==> config.mk <==
export PLATFORM = sky130hd
export DESIGN_NAME = system_clock_generator
export DESIGN_NICKNAME = d
export VERILOG_FILES = /design/src/hw/clkgen_pkg.sv /design/src/hw/system_clock_generator.sv
export SDC_FILE = /design/constraint.sdc
export NUM_CORES = 1
export LEC_CHECK = 0
export BUFFER_PORTS_ARGS = -buffer_cell sky130_fd_sc_hd__buf_2
export CORE_UTILIZATION = 30
export CTS_CLUSTER_SIZE = 8
export DETAILED_ROUTE_END_ITERATION = 10
export GPL_TIMING_DRIVEN = 0
export PLACE_DENSITY = 0.5
export SETUP_SLACK_MARGIN = 0.15
export SYNTH_ARGS = -nofsm -noshare
export SYNTH_HDL_FRONTEND = slang
export SYNTH_SLANG_ARGS = --single-unit
==> constraint.sdc <==
create_clock -name core_clk -period 2.42 [get_ports core_clk]
set_input_delay 0.242 -clock core_clk [delete_from_list [all_inputs] [get_ports core_clk]]
set_output_delay 0.242 -clock core_clk [all_outputs]
set_load 0.02 [all_outputs]
==> src/hw/clkgen_pkg.sv <==
package clkgen_pkg;
    // clock control register 0 fields
    localparam int C0_OUT_LO   = 0;
    localparam int C0_OUT_HI   = 1;
    localparam int C0_WAIT_PS  = 2;
    localparam int C0_SUB_DRV  = 3;
    localparam int C0_SUB_EN   = 4;
    localparam int C0_MAIN_STP = 5;
    localparam int C0_WDT_ACT  = 6;
    localparam int C0_SRC      = 7;
    // clock control register 1 fields
    localparam int C1_ALL_STP  = 0;
    localparam int C1_MAIN_DRV = 5;
    localparam logic [7:0] C1_MASK  = 8'h21;
    // reset values
    localparam logic [7:0] C0_RESET  = 8'h08;
    localparam logic [7:0] C1_RESET  = 8'h20;
    localparam logic [7:0] DIV_RESET = 8'h08;
    // clock output select encodings
    localparam logic [1:0] OUT_PORT = 2'h0;
    localparam logic [1:0] OUT_SUB  = 2'h1;
    localparam logic [1:0] OUT_F8   = 2'h2;
    localparam logic [1:0] OUT_F32  = 2'h3;
    // prescaler terminal counts
    localparam logic [4:0] PRE_F8_MASK = 5'h07;
    localparam logic [4:0] PRE_F32_TC  = 5'h1F;
    localparam logic [4:0] SUB32_TC    = 5'h1F;
endpackage

==> src/hw/system_clock_generator.sv <==
`timescale 1ns/1ps
`default_nettype none
module system_clock_generator
    import clkgen_pkg::*;
(
    input  wire logic       core_clk,
    input  wire logic       nrst,
    input  wire logic       ctrl0_we,
    input  wire logic [7:0] ctrl0_wdata,
    input  wire logic       ctrl1_we,
    input  wire logic [7:0] ctrl1_wdata,
    input  wire logic       div_we,
    input  wire logic [7:0] div_wdata,
    input  wire logic       bus_clock_out_sel,
    input  wire logic       ext_bus_mode,
    input  wire logic       wait_exec,
    input  wire logic       stop_wake,
    input  wire logic       sub_osc_in,
    output logic [7:0]      ctrl0_q,
    output logic [7:0]      ctrl1_q,
    output logic [7:0]      div_q,
    output logic            main_osc_run,
    output logic            main_osc_drive,
    output logic            sub_osc_run,
    output logic            sub_osc_drive,
    output logic            watchdog_action_sel,
    output logic            bus_clk_en,
    output logic            bus_clk_src_sub,
    output logic            periph_clk_div1,
    output logic            periph_clk_div8,
    output logic            periph_clk_div32,
    output logic            serial2_clk_div1,
    output logic            serial2_clk_div8,
    output logic            serial2_clk_div32,
    output logic            ad_clk_en,
    output logic            sub_freq_clock,
    output logic            sub_div32_clock,
    output logic            wdt_clk_en,
    output logic            clk_out_pin,
    output logic            clk_out_oe
);

    // legal main ratios; anything else written to the divider is dropped
    function automatic logic legal_ratio(input logic [7:0] r);
        case (r)
            8'h01, 8'h02, 8'h03, 8'h04, 8'h06, 8'h08,
            8'h0A, 8'h0C, 8'h0E, 8'h10: legal_ratio = 1'b1;
            default: legal_ratio = 1'b0;
        endcase
    endfunction

    // ==========================================================
    // control registers
    logic [7:0] c0_d, c1_d, div_d;
    logic       stop_entry;

    always_comb begin
        c0_d       = ctrl0_q;
        c1_d       = ctrl1_q;
        div_d      = div_q;
        stop_entry = ctrl1_we && ctrl1_wdata[C1_ALL_STP] && !ctrl1_q[C1_ALL_STP];
        if (stop_wake) begin
            c1_d[C1_ALL_STP] = 1'b0;
        end
        if (ctrl0_we) begin
            c0_d = ctrl0_wdata;
            c0_d[C0_WDT_ACT] = ctrl0_wdata[C0_WDT_ACT] | ctrl0_q[C0_WDT_ACT];
        end
        if (ctrl1_we) begin
            c1_d = ctrl1_wdata & C1_MASK;
        end
        if (stop_entry) begin
            c0_d[C0_SUB_DRV] = 1'b1;
            if (!ctrl0_q[C0_SRC]) begin
                c1_d[C1_MAIN_DRV] = 1'b1;
            end else begin
                c1_d[C1_MAIN_DRV] = ctrl1_q[C1_MAIN_DRV];
            end
        end
        if (div_we && legal_ratio(div_wdata)) begin
            div_d = div_wdata;
        end
        if (c0_d[C0_MAIN_STP] || c1_d[C1_ALL_STP]) begin
            div_d = DIV_RESET;
        end
    end

    always_ff @(posedge core_clk or negedge nrst) begin
        if (!nrst) begin
            ctrl0_q <= C0_RESET;
            ctrl1_q <= C1_RESET;
            div_q   <= DIV_RESET;
        end else begin
            ctrl0_q <= c0_d;
            ctrl1_q <= c1_d;
            div_q   <= div_d;
        end
    end

    logic clocks_on;
    logic main_run;
    logic sub_run;
    assign clocks_on = !ctrl1_q[C1_ALL_STP];
    assign main_run  = clocks_on && !ctrl0_q[C0_MAIN_STP];
    assign sub_run   = clocks_on && ctrl0_q[C0_SUB_EN];

    assign main_osc_run        = main_run;
    assign main_osc_drive      = ctrl1_q[C1_MAIN_DRV];
    assign sub_osc_run         = sub_run;
    assign sub_osc_drive       = ctrl0_q[C0_SUB_DRV];
    assign watchdog_action_sel = ctrl0_q[C0_WDT_ACT];

    // ==========================================================
    // sub oscillator pin synchroniser
    // the level only moves once stages two and three agree
    logic s1_q, s2_q, s3_q, sub_lvl_q, sub_lvl_d;

    always_comb begin
        sub_lvl_d = sub_lvl_q;
        if (s2_q == s3_q) begin
            sub_lvl_d = s3_q;
        end
    end

    always_ff @(posedge core_clk or negedge nrst) begin
        if (!nrst) begin
            s1_q      <= 1'b0;
            s2_q      <= 1'b0;
            s3_q      <= 1'b0;
            sub_lvl_q <= 1'b0;
        end else begin
            s1_q      <= sub_osc_in;
            s2_q      <= s1_q;
            s3_q      <= s2_q;
            sub_lvl_q <= sub_lvl_d;
        end
    end

    logic sub_rise;
    assign sub_rise       = sub_run && sub_lvl_d && !sub_lvl_q;
    assign sub_freq_clock = sub_rise;
    assign wdt_clk_en     = sub_rise;

    // ==========================================================
    // bus clock divider and source switch
    logic [7:0] ratio_q, ratio_d;
    logic [3:0] cnt_q, cnt_d;
    logic       src_q, src_d;
    logic       bclk_lvl_q, bclk_lvl_d;
    logic       main_wrap, main_lvl;

    assign main_wrap = main_run && ({4'h0, cnt_q} == ratio_q - 8'h01);
    // ratio one has no high phase, so it pulses every cycle
    assign main_lvl  = ({4'h0, cnt_q} < {1'b0, ratio_q[7:1]});

    always_comb begin
        ratio_d    = ratio_q;
        cnt_d      = cnt_q;
        src_d      = src_q;
        bclk_lvl_d = src_q ? sub_lvl_q : main_lvl;
        if (main_run) begin
            if (main_wrap) begin
                cnt_d   = 4'h0;
                ratio_d = div_q;
            end else begin
                cnt_d = cnt_q + 4'h1;
            end
        end
        // a switch waits until the running and the new clock are both low
        if (ctrl0_q[C0_SRC] != src_q && !bclk_lvl_q &&
            !(ctrl0_q[C0_SRC] ? sub_lvl_q : main_lvl)) begin
            src_d = ctrl0_q[C0_SRC];
        end
    end

    always_ff @(posedge core_clk or negedge nrst) begin
        if (!nrst) begin
            ratio_q    <= DIV_RESET;
            cnt_q      <= 4'h0;
            src_q      <= 1'b0;
            bclk_lvl_q <= 1'b0;
        end else begin
            ratio_q    <= ratio_d;
            cnt_q      <= cnt_d;
            src_q      <= src_d;
            bclk_lvl_q <= bclk_lvl_d;
        end
    end

    assign bus_clk_en      = clocks_on && (src_q ? sub_rise : main_wrap);
    assign bus_clk_src_sub = src_q;

    // ==========================================================
    // peripheral prescaler and timer count divider
    logic [4:0] pre_q, pre_d, sub32_q, sub32_d;
    logic       periph_on;

    assign periph_on = main_run && !(ctrl0_q[C0_WAIT_PS] && wait_exec);

    always_comb begin
        pre_d   = pre_q;
        sub32_d = sub32_q;
        if (main_run) begin
            pre_d = pre_q + 5'h01;
        end
        if (sub_rise) begin
            sub32_d = sub32_q + 5'h01;
        end
    end

    always_ff @(posedge core_clk or negedge nrst) begin
        if (!nrst) begin
            pre_q   <= 5'h00;
            sub32_q <= 5'h00;
        end else begin
            pre_q   <= pre_d;
            sub32_q <= sub32_d;
        end
    end

    assign periph_clk_div1   = periph_on;
    assign periph_clk_div8   = periph_on && ((pre_q & PRE_F8_MASK) == PRE_F8_MASK);
    assign periph_clk_div32  = periph_on && (pre_q == PRE_F32_TC);
    assign serial2_clk_div1  = periph_clk_div1;
    assign serial2_clk_div8  = periph_clk_div8;
    assign serial2_clk_div32 = periph_clk_div32;
    assign ad_clk_en         = main_run;
    assign sub_div32_clock   = sub_rise && (sub32_q == SUB32_TC);

    // ==========================================================
    // clock output pin
    logic [1:0] out_sel;
    logic       pin_d, oe_d, pin_q, oe_q;

    assign out_sel = {ctrl0_q[C0_OUT_HI], ctrl0_q[C0_OUT_LO]};

    always_comb begin
        pin_d = 1'b0;
        oe_d  = 1'b1;
        case (out_sel)
            OUT_SUB: pin_d = sub_lvl_q && sub_run;
            OUT_F8:  pin_d = periph_on && pre_q[2];
            OUT_F32: pin_d = periph_on && pre_q[4];
            OUT_PORT: begin
                // bus clock only leaves the chip in the external bus modes
                if (ext_bus_mode && !bus_clock_out_sel) begin
                    pin_d = bclk_lvl_q;
                end else begin
                    oe_d = 1'b0;
                end
            end
            default: oe_d = 1'b0;
        endcase
    end

    always_ff @(posedge core_clk or negedge nrst) begin
        if (!nrst) begin
            pin_q <= 1'b0;
            oe_q  <= 1'b0;
        end else begin
            pin_q <= pin_d;
            oe_q  <= oe_d;
        end
    end

    assign clk_out_pin = pin_q;
    assign clk_out_oe  = oe_q;
endmodule
`default_nettype wire

# Word-level counts from Yosys, hierarchy flattened
# Memory sizes are Yosys's and may differ from the RTL's.
# Index checks and enable logic that the tools add are counted.
[op_classes]
reduce_logical = 35
n_addsub = 4
mux = 18
n_bitwise = 1
n_eq_ne = 10
magnitude_cmp = 1
[ops]
columns = ["operator", "count"]
rows = [
  ["$logic_and 1x1->1", 20],
  ["$mux 8", 2],
  ["$mux 1", 12],
  ["$mux 6", 2],
  ["$add 5x1->5 const B", 2],
  ["$eq 5x5->1 const B", 2],
  ["$eq 4x8->1", 1],
  ["$sub 8x1->8 const B", 1],
  ["$logic_not 1->1", 7],
  ["$lt 4x7->1", 1],
  ["$reduce_bool 2->1", 3],
  ["$add 4x1->4 const B", 1],
  ["$eq 2x2->1 const B", 2],
  ["$mux 4", 1],
  ["$pmux 1 s4", 1],
  ["$reduce_and 2->1", 2],
  ["$eq 3x3->1 const B", 1],
  ["$logic_not 3->1", 1],
  ["$eq 2x1->1 const B", 1],
  ["$logic_not 2->1", 1],
  ["$ne 2x2->1 const B", 1],
  ["$eq 1x1->1", 1],
  ["$logic_or 1x1->1", 1],
  ["$ne 1x1->1", 1],
  ["$or 1x1->1", 1],
]
[totals]
romBits = 32
ff_bits = 48
n_memories = 1
elab_cells = 88
[mem_list]
columns = ["memory", "depth", "word_bits", "read_ports", "rd_ports_with_merged_regs", "wr", "line", "text"]
rows = [
  ["(no name shown)", 32, 1, 1, 0, 0, "system_clock_generator.sv:45", "case (r)"],
]

# Longest topological paths before layout
# Gate-level depths: netlist (run 1).
[logic_depth]
ltp_word = 6
mapped_depth = 7
mapped_depth_nobuf = 6

# Least setup slack after synthesis (run 1)
# No wires, ideal clock.
[synth_timing]
kind = "register to output"
startpoint = "register ctrl1_q[0]"
endpoint = "output serial2_clk_div32"
t_required_ns = 2.178
slack_ns = 0.295
t_arrival_ns = 1.883
path_stages_with_launch = 4
path_cell_list = "dfrtp_1 > a211oi_1 > and2_1 > buf_4"
[synth_between]
elab_chain_len = 4
[synth_lines]
columns = ["element", "line", "text"]
rows = [
  ["start: declaration", "system_clock_generator.sv:20", "output logic [7:0] ctrl1_q,"],
  ["start signal: assignment", "system_clock_generator.sv:91", "ctrl1_q <= C1_RESET;"],
  ["start signal: assignment", "system_clock_generator.sv:95", "ctrl1_q <= c1_d;"],
  ["$logic_not 1->1", "system_clock_generator.sv:103", "assign clocks_on = !ctrl1_q[C1_ALL_STP];"],
  ["$logic_and 1x1->1", "system_clock_generator.sv:104", "assign main_run = clocks_on && !ctrl0_q[C0_MAIN_STP];"],
  ["$logic_and 1x1->1", "system_clock_generator.sv:198", "assign periph_on = main_run && !(ctrl0_q[C0_WAIT_PS] && wait_exec);"],
  ["via periph_clk_div1", "system_clock_generator.sv:29", "output logic periph_clk_div1,"],
  ["$logic_and 1x1->1", "system_clock_generator.sv:223", "assign periph_clk_div32 = periph_on && (pre_q == PRE_F32_TC);"],
  ["end: declaration", "system_clock_generator.sv:34", "output logic serial2_clk_div32,"],
]
# The timed path passes the listed nets, and every way through them passes these cells.

# Worst setup path in the final report (run 1)
[layout_timing]
startpoint = "register ratio_q[1]"
endpoint = "output bus_clk_en"
[layout_between]
elab_chain_len = 5
[layout_lines]
columns = ["element", "line", "text"]
rows = [
  ["start: declaration", "system_clock_generator.sv:146", "logic [7:0] ratio_q, ratio_d;"],
  ["start signal: assignment", "system_clock_generator.sv:183", "ratio_q <= ratio_d;"],
  ["$sub 8x1->8", "system_clock_generator.sv:152", "assign main_wrap = main_run && ({4'h0, cnt_q} == ratio_q - 8'h01);"],
  ["$eq 4x8->1", "system_clock_generator.sv:152", ""],
  ["$logic_and 1x1->1", "system_clock_generator.sv:152", ""],
  ["$mux 1", "system_clock_generator.sv:190", "assign bus_clk_en = clocks_on && (src_q ? sub_rise : main_wrap);"],
  ["$logic_and 1x1->1", "system_clock_generator.sv:190", ""],
  ["end: declaration", "system_clock_generator.sv:27", "output logic bus_clk_en,"],
]
# Every way passes these cells.

==> results of run 1 <==
## area by class of cell
cell class | count | area [um2] | area share (%)
sequential | 48 | 1210 | 40.4
multi-input combinational | 128 | 1030 | 34.7
timing repair buffer | 67 | 352 | 11.8
buffer | 18 | 131 | 4.40
tap | 102 | 128 | 4.28
clock buffer | 5 | 68.8 | 2.31
inverter | 9 | 33.8 | 1.13
clock inverter | 1 | 30.0 | 1.01
## timing repair
| item | CTS | global route |
|---|---|---|
| setup buffers | 4 | 0 |
| pin swaps | 3 | 0 |
| gates resized for setup | 3 | 0 |
| endpoints found under the setup margin | 3 | 1 |
| hold buffers | 0 | 0 |
## flip-flops by register name, indices dropped and copies added (netlist names), 2 cells and up
signal,count
sub32_q,5
ctrl1_q,2
pre_q,5
ratio_q,8
ctrl0_q,8
div_q,8
cnt_q,4
## how the worst max path moves through the flow
stage                                    to  slack (ps)       start
after floorplan           serial2_clk_div32         290  ctrl1_q[0]
after global placement           bus_clk_en          60  ratio_q[0]
after detailed placement         bus_clk_en          50  ratio_q[0]
after CTS                        bus_clk_en         150  ratio_q[1]
after global routing             bus_clk_en          70  ratio_q[1]
final                            bus_clk_en         170  ratio_q[1]
## synth_stat cells (4+ instances only)
cell / count / area share (%)
a21oi_1: 6 / 1.3
nor2b_1: 4 / 1.0
nand4_1: 5 / 1.3
nand2_1: 5 / 0.79
nor2_1: 8 / 1.3
a22o_1: 4 / 1.5
ha_1: 10 / 5.2
a21o_1: 4 / 1.3
inv_1: 9 / 1.4
buf_4: 14 / 4.4
xnor2_1: 7 / 2.6
and2_1: 6 / 1.6
mux2_2: 15 / 7.1
xor2_1: 6 / 2.2
o21ai_0: 6 / 1.3
dfstp_2: 4 / 4.4
dfrtp_1: 44 / 46
## critical path, stage by stage (launching register included)
cell and delay, ps:
dfrtp_1 370, inv_1 70, ha_1 300, xor2_1 180
nand4_2 130, a2111oi_4 250, buf_6 150, mux2_4 140
buf_6 110
## per-layer routing
layer  vias up  GRT usage, %  share of wire [%]
met5         -             0                  0
met2        39          20.3                 47
met3         6          2.76                4.0
met4         0          4.76                1.5
met1       801          16.9                 48
li1        844             -                  -
## cells by family (layout without fill, tap and decap cells)
| kind of cell | after synthesis | after routing |
|---|---|---|
| multiplexers | 18 | 18 |
| XOR/XNOR | 13 | 13 |
| other | 1 | 6 |
| AO/OA/AOI/OAI | 33 | 33 |
| adder cells (fa/ha/maj) | 11 | 11 |
| flip-flops | 48 | 48 |
| buffers and inverters | 27 | 100 |
| AND/OR/NAND/NOR | 47 | 47 |
## stage by stage
| stage | hold WS (ps) | setup slack, ps |
|---|---|---|
| global route | 30.0 | 75.0 |
| CTS | 35.9 | 149 |
| finish | 47.2 | 168 |
| detailed placement | 336 | 49.4 |
| global placement | 332 | 60.0 |
| floorplan | -53.6 | 295 |
## power by group through the flow
stage / Clock [uW] / Sequential (uW) / Combinational (uW)
CTS: 571 / 1110 / 556
global placement: 0 / 1120 / 542
floorplan: 0 / 1110 / 378
detailed placement: 0 / 1120 / 553
global route: 599 / 1130 / 621
finish: 548 / 1100 / 545
==> flow_metrics.env, run 1 <==
export IMPL_async_flop_share_pct=100
export IMPL_grt_max_degree=49
export IMPL_tightest_slew_ps=1080
export IMPL_synth_edf_count=0
export IMPL_clock_skew_ps=5.52
export IMPL_wl_per_cell_um=12.7
export IMPL_grt_ovfl_total=0
export IMPL_ys_warn_count=0
export IMPL_synth_compound_area_share_pct=10.7
export IMPL_power_density_nw_per_um2=736
export IMPL_numCtsBuffers=5
export IMPL_maxCapViolCount=0
export IMPL_ys_flop_type="dfrtp_1"
export IMPL_path_clk_slew_ps=80
export IMPL_cp_start_kind="register"
export IMPL_grtUsageTotal_pct=12.7
export IMPL_synthMuxAreaShare_pct=8.77
export IMPL_holdPathStages=1
export IMPL_mostFrequentLayoutCell="buf_2"
export IMPL_worstSetupEndpointType="primary output"
export IMPL_fmax_ghz=0.444
export IMPL_drtIter0Drc=91
export IMPL_clockRootBuffer="clkbuf_8"
export IMPL_synth_top_family_by_area="simple AND/OR/NAND/NOR gates"
export IMPL_hold_end="s1_q"
export IMPL_setup_viol=0
export IMPL_cts_buffer_depth=2
export IMPL_ant_nets=0
export IMPL_p_seq_share_pct=50.2
export IMPL_synth_area_um2=2380
export IMPL_synth_seq_cells=48
export IMPL_fp_row_count=32
export IMPL_mostFrequentLayoutCells="65 x buf_2, 44 x dfrtp_1, 18 x buf_4"
export IMPL_via_per_inst=4.47
export IMPL_ioPinCount=77
export IMPL_antenna_found_initial=0
export IMPL_clock_latency_ps=300
export IMPL_finalPower_uw=2200
export IMPL_r2r_slack_ps=360
export IMPL_die_h_um=91.1
export IMPL_synth_xor_area_share_pct=4.78
export IMPL_post_place_cells=368
export IMPL_synthSimpleGateAreaFrac_pct=12.4
export IMPL_nNetsFinal=321
export IMPL_switching_power_uw=678
export IMPL_required_ps=2180
export IMPL_first_global_vias=1674
export IMPL_yosysSeqAreaShare_pct=50.6
export IMPL_cts_sinks=48
export IMPL_p_clk_share_pct=25.0
export IMPL_r2r_end="ratio_q[2]"
export IMPL_dieArea_um2=8310
export IMPL_place_gp_congestion=0.700
export IMPL_placed_area_um2=2850
export IMPL_slew_violations=0
export IMPL_syn_avg_cell_area_um2=12.0
export IMPL_hp_class="in2reg"
export IMPL_grt_pass1_wl_um=8340
export IMPL_hold_path_startpoint="sub_osc_in"
export IMPL_period_share_pct=93.1
export IMPL_syn_to_final_growth_pct=25.2
export IMPL_drive_gt1_share_pct=43.1
export IMPL_syn_inst=198
export IMPL_layout_cells_non_filler=378
export IMPL_p_comb_share_pct=24.8
export IMPL_vias=1690
export IMPL_design_area_um2=2980
export IMPL_min_period_ps=2250
export IMPL_fin_tns_setup_ps=0
export IMPL_cp_max_fo=2
export IMPL_cts_max_level=2
export IMPL_status="finished clean"
export IMPL_drt_pass1_iterations=6
export IMPL_core_um2=7690
export IMPL_arrival_ps=2010
export IMPL_wl_um=4810
export IMPL_switching_share_pct=30.9
export IMPL_drc=0
export IMPL_dieWidth_um=91.1
export IMPL_ys_types=46
export IMPL_yosys_area_share_adder_pct=5.67
export IMPL_fillCellCount=799
export IMPL_hpwl_um=3570
export IMPL_antenna_cells=0
export IMPL_cts_tree="done"
export IMPL_rr_worst_depth=8
export IMPL_leakage_uw=0.00149
export IMPL_port_buffers=63
export IMPL_final_util_pct=38.8
export IMPL_worstReg2RegStart="ratio_q[1]"
export IMPL_relSlewSlack_pct=28.1
export IMPL_peakVddDrop_v=0.000292
export IMPL_critPathKind="reg2out"
export IMPL_intPower_uw=1520
export IMPL_rsz0062_at_grt="true"
export IMPL_start_util_pct=31.0
export IMPL_hold_viol=0
Note: power is estimated with default switching activity, not from simulation.
==> run 2, diff against run 1 <==
ABC_CLOCK_PERIOD_IN_PS = 2420   (was default)
CELL_PAD_IN_SITES_DETAIL_PLACEMENT = 0   (was default)
CELL_PAD_IN_SITES_GLOBAL_PLACEMENT = 1   (was default)
PLACE_DENSITY = 0.62   (was 0.5)
RECOVER_POWER = 100   (was default)
==> run 2 against run 1 <==
Cell count rose by 0.26%. Largest power group unchanged. Core utilization fell by 0.52 points. Highest routed layer unchanged. Routed wire length rose by 5.3%. Critical path depth fell by 3. Critical path type unchanged. Flip-flop and latch count did not move. Non-clock buffer count did not move. Combinational power fell by 3%. Count of clock-buffer cells in the layout rose by 1. Hold slack improved by 6.7 ps. Clock skew barely moved. Largest cell class unchanged.
==> flow_metrics.env, run 2 (same netlist as run 1, synthesis figures left out) <==
export IMPL_leakage_uw=0.00138
export IMPL_r2r_end="ratio_q[2]"
export IMPL_port_buffers=63
export IMPL_via_per_inst=4.46
export IMPL_rr_worst_depth=7
export IMPL_dpl_worst_slack_ps=21.7
export IMPL_worstReg2RegStart="ratio_q[2]"
export IMPL_maxCapViolCount=0
export IMPL_min_period_ps=2280
export IMPL_ant_nets=0
export IMPL_first_global_vias=1668
export IMPL_worstSetupEndpointType="primary output"
export IMPL_path_cells="and2b_1, and4b_1, buf_2, mux2_2, buf_4"
export IMPL_drc=0
export IMPL_grt_max_degree=49
export IMPL_hold_end="s1_q"
export IMPL_hpwl_um=3620
export IMPL_crit_path_max_incr_delay_ps=630
export IMPL_r2r_slack_ps=330
export IMPL_drtIter0Drc=85
export IMPL_drt_pass1_iterations=4
export IMPL_nNetsFinal=321
export IMPL_required_ps=2180
export IMPL_relSlewSlack_pct=20.9
export IMPL_ioPinCount=77
export IMPL_antenna_cells=0
export IMPL_fmax_ghz=0.438
export IMPL_arrival_ps=2040
export IMPL_grt_pass1_wl_um=8460
export IMPL_final_util_pct=38.3
export IMPL_place_gp_congestion=0.713
export IMPL_fin_tns_setup_ps=0
export IMPL_ctsHoldBuffers=0
export IMPL_crit_slowest_cell="dfrtp_1"
export IMPL_fp_row_count=32
export IMPL_grtUsageTotal_pct=13.0
export IMPL_peakVddDrop_v=0.000212
export IMPL_mostFrequentLayoutCells="44 x dfrtp_1, 34 x clkbuf_1, 31 x buf_2"
export IMPL_start_util_pct=31.0
export IMPL_syn_to_final_growth_pct=23.5
export IMPL_finalWorstSetupSlack_ps=139
export IMPL_cts_tree="done"
export IMPL_cp_max_fo=9
export IMPL_cts_max_level=2
export IMPL_setup_viol=0
export IMPL_rsz0062_at_grt="true"
export IMPL_holdPathStages=1
export IMPL_drive_gt1_share_pct=30.7
export IMPL_wl_um=5060
export IMPL_grt_ovfl_total=0
export IMPL_vias=1691
export IMPL_hp_class="in2reg"
export IMPL_dieWidth_um=91.1
export IMPL_period_share_pct=94.3
export IMPL_reg_top3="ctrl0_q: 8 flops, div_q: 8 flops, ratio_q: 8 flops"
export IMPL_hold_path_startpoint="sub_osc_in"
export IMPL_cp_start_kind="register"
export IMPL_antenna_found_initial=0
export IMPL_cts_sinks=48
export IMPL_hold_viol=0
export IMPL_clock_skew_ps=5.42
export IMPL_critPathKind="reg2out"
export IMPL_wl_per_cell_um=13.4
export IMPL_slew_violations=0
export IMPL_power_density_nw_per_um2=745
export IMPL_mostFrequentLayoutCell="dfrtp_1"
export IMPL_cts_buffer_depth=2
export IMPL_tightest_slew_ps=1190
export IMPL_clock_latency_ps=300
export IMPL_numCtsBuffers=5
export IMPL_dieArea_um2=8310
export IMPL_core_um2=7690
export IMPL_status="finished clean"
export IMPL_die_h_um=91.1
export IMPL_clockRootBuffer="clkbuf_8"
export IMPL_path_clk_slew_ps=80
run 2: cell count changes in the layout (fill, tap and decap cells not counted), moves of 3 or more:
cell	previous run	this run
buf_2	65	31
clkbuf_1	0	34
mux2_1	0	3
mux2_4	3	0
run 2: worst max-delay path: cells and delay by family (launching register included):
family | cells | cell delay, ps
and+or+nand+nor | 2 | 490
buffers and inverters | 2 | 340
DFF | 1 | 630
muxes | 1 | 270
run 2: where the power goes:
group          leakage [uW]  switching [uW]  internal [uW]  total [uW]
Clock             0.0000513             255            303         558
Sequential         0.000595             162            943        1100
Combinational      0.000731             267            263         530
Total               0.00138             683           1510        2190
run 2: worst max path at each step:
| stage | depth (start not counted) | end | start | slack, ps |
|---|---|---|---|---|
| after global routing | 7 | bus_clk_en | ratio_q[2] | 30 |
| final | 5 | bus_clk_en | ctrl1_q[0] | 140 |
| after global placement | 8 | bus_clk_en | ratio_q[0] | 60 |
| after floorplan | 3 | serial2_clk_div32 | ctrl1_q[0] | 290 |
| after CTS | 7 | bus_clk_en | ratio_q[2] | 160 |
| after detailed placement | 8 | bus_clk_en | ratio_q[0] | 20 |
run 2: layout make-up:
| class | count | area, um2 |
|---|---|---|
| timing repair buffer | 67 | 305 |
| fill | 821 | 4740 |
| buffer | 18 | 130 |
| sequential | 48 | 1210 |
| clock buffer | 6 | 72.6 |
| tap | 102 | 128 |
| multi-input combinational | 128 | 1040 |
| inverter | 9 | 33.8 |
| clock inverter | 1 | 30.0 |
run 2: stage by stage:
step / cells / power, uW / hold WS (ps) / cell area (um2)
finish: 379 / 2190 / 53.9 / 2940
global route: 379 / 2350 / 33.4 / 2940
CTS: 379 / 2240 / 44.6 / 3000
detailed placement: 368 / 1670 / 338 / 2850
global placement: 368 / 1660 / 336 / 2850
floorplan: 203 / 1490 / -53.6 / 2400
run 2: metal layers:
metal  wire (um)  GRT usage (%)
met5           0              0
met4         102           4.63
met2        2400           20.6
met1        2280           16.9
met3         272           3.52
run 2: repair_timing:
action | CTS | global route
gates resized for setup | 8 | 0
setup endpoints to repair | 3 | 1
buffers inserted | 4 | 0
pin swaps | 3 | 0
==> run 3, diff against run 2 <==
CORE_ASPECT_RATIO = 1.1   (was default)
==> run 3 against run 2 <==
Hold slack worse by 11 ps. Total power up 3.1%. Fmax up 1.3%. Sequential share of layout area down 0.79 points. Via count up 0.41%. Clock skew about the same. Combinational power up 2%. Worst setup slack better by 30 ps. Core utilization up 1.4 points. Critical path type unchanged. Largest cell class unchanged. Largest power group unchanged. Highest routed layer unchanged.
==> flow_metrics.env, run 3 (same netlist as run 1, synthesis figures left out) <==
export IMPL_post_place_cells=371
export IMPL_ioPinCount=77
export IMPL_min_period_ps=2250
export IMPL_hold_viol=0
export IMPL_grt_ovfl_total=0
export IMPL_drt_pass1_iterations=4
export IMPL_multi_input_area_um2=1050
export IMPL_maxCapViolCount=0
export IMPL_antenna_cells=0
export IMPL_ant_nets=0
export IMPL_setup_viol=0
export IMPL_clock_latency_ps=300
export IMPL_hold_end="s1_q"
export IMPL_ctsHoldBuffers=0
export IMPL_hp_class="in2reg"
export IMPL_cts_max_level=2
export IMPL_worstSetupEndpointType="primary output"
export IMPL_path_common_cell="buf_6"
export IMPL_crit_path_max_incr_delay_ps=460
export IMPL_reg_top3="ctrl0_q: 8 flops, div_q: 8 flops, ratio_q: 8 flops"
export IMPL_hold_path_startpoint="sub_osc_in"
export IMPL_rr_worst_depth=8
export IMPL_via_per_inst=4.41
export IMPL_fillCellCount=797
export IMPL_worstReg2RegStart="ratio_q[2]"
export IMPL_switching_power_uw=712
export IMPL_required_ps=2180
export IMPL_holdPathStages=1
export IMPL_cts_tree="done"
export IMPL_dpl_worst_slack_ps=-0.771
export IMPL_fp_row_count=33
export IMPL_antenna_found_initial=0
export IMPL_place_gp_congestion=0.720
export IMPL_slew_violations=0
export IMPL_layout_cells_non_filler=385
export IMPL_critPathKind="reg2out"
export IMPL_numCtsBuffers=5
export IMPL_leakage_uw=0.00140
export IMPL_dieWidth_um=87.0
export IMPL_seqCellArea_um2=1210
export IMPL_p_clk_share_pct=27.0
export IMPL_cts_buffer_depth=2
export IMPL_port_buffers=63
export IMPL_die_h_um=95.5
export IMPL_mostFrequentLayoutCells="44 x dfrtp_1, 33 x clkbuf_1, 31 x buf_2"
export IMPL_peakVddDrop_v=0.000225
export IMPL_r2r_end="ratio_q[2]"
export IMPL_wl_per_cell_um=12.4
export IMPL_drive_gt1_share_pct=32.5
export IMPL_dieArea_um2=8310
export IMPL_cp_start_kind="register"
export IMPL_drc=0
export IMPL_path_cells="nor2_1, nand4_1, xnor2_1, a2111oi_4, buf_6, mux2_4, buf_6"
export IMPL_switching_share_pct=31.5
export IMPL_cts_sinks=48
export IMPL_path_clk_slew_ps=90
export IMPL_drtIter0Drc=45
export IMPL_cp_max_fo=5
export IMPL_core_um2=7560
export IMPL_grt_pass1_wl_um=7510
export IMPL_p_seq_share_pct=49.0
export IMPL_grtUsageTotal_pct=11.9
export IMPL_period_share_pct=93.0
export IMPL_finalWorstSetupSlack_ps=169
export IMPL_crit_slowest_cell="dfrtp_1"
export IMPL_start_util_pct=31.5
export IMPL_syn_to_final_growth_pct=25.9
export IMPL_power_density_nw_per_um2=753
export IMPL_intPower_uw=1550
export IMPL_wl_um=4770
export IMPL_first_global_vias=1596
export IMPL_vias=1698
export IMPL_p_comb_share_pct=23.9
export IMPL_tightest_slew_ps=1180
export IMPL_fmax_ghz=0.444
export IMPL_mostFrequentLayoutCell="dfrtp_1"
export IMPL_rsz0062_at_grt="true"
export IMPL_status="finished clean"
export IMPL_clockRootBuffer="clkbuf_8"
export IMPL_hpwl_um=3380
export IMPL_grt_max_degree=49
export IMPL_relSlewSlack_pct=21.2
export IMPL_arrival_ps=2010
export IMPL_clock_skew_ps=5.56
export IMPL_r2r_slack_ps=210
export IMPL_nNetsFinal=323
run 3: metal layers:
metal | routed length (um) | up-vias | global-route usage [%]
met5 | 0 | - | 0
met4 | 78 | 0 | 4.58
met3 | 268 | 7 | 2.86
met2 | 2160 | 55 | 20.1
met1 | 2260 | 794 | 14.6
li1 | - | 842 | -
run 3: final cells by class:
type                            instances  area share [%]
Clock buffer                            6            2.75
Sequential cell                        48            40.2
Multi-Input combinational cell        128            35.1
Inverter                                9            1.13
Clock inverter                          2            1.29
Buffer                                 18            4.34
Timing Repair Buffer                   69            10.9
Tap cell                              105            4.38
run 3: worst max-delay path by stage:
stage | startpoint | end | cells after the start
6_report | ratio_q[2] | bus_clk_en | 7
5_1_grt | ctrl1_q[0] | bus_clk_en | 6
2_1_floorplan | ctrl1_q[0] | serial2_clk_div32 | 3
4_1_cts | ratio_q[0] | bus_clk_en | 8
3_5_place_dp | ratio_q[0] | bus_clk_en | 8
3_3_place_gp | ratio_q[0] | bus_clk_en | 8
run 3: critical path, delay by kind of cell, from the launching register on:
| kind | cells | cell delay (ps) |
|---|---|---|
| xor gates and xnor gates | 1 | 170 |
| buffers and inverters | 2 | 260 |
| AOI/OAI and AO/OA | 1 | 380 |
| muxes | 1 | 140 |
| and+or+nand+nor | 2 | 300 |
| DFF | 1 | 460 |
run 3: power groups by stage:
stage	registers [uW]	clock network (uW)	logic, uW
finish	1110	611	541
global route	1130	670	613
CTS	1110	633	562
detailed placement	1120	0	556
global placement	1120	0	547
floorplan	1110	0	378
run 3: what timing repair did:
action | CTS | global route
setup endpoints to repair | 3 | 1
pin swaps | 3 | 1
gates resized for setup | 4 | 6
gates cloned | 0 | 0
buffers inserted | 4 | 2
hold endpoints to repair | 0 | 0
run 3: through the flow:
stage	instance area (um2)	setup TNS [ps]	hold WS (ps)	power, uW	util, %
after floorplan	2400	0	-53.6	1490	-
after global placement	2850	0	337	1660	37.7
after detailed placement	2850	-0.771	338	1680	37.7
after CTS	3020	0	34.6	2300	40.0
after global routing	3000	0	26.1	2420	39.7
final	3000	0	42.6	2260	39.7
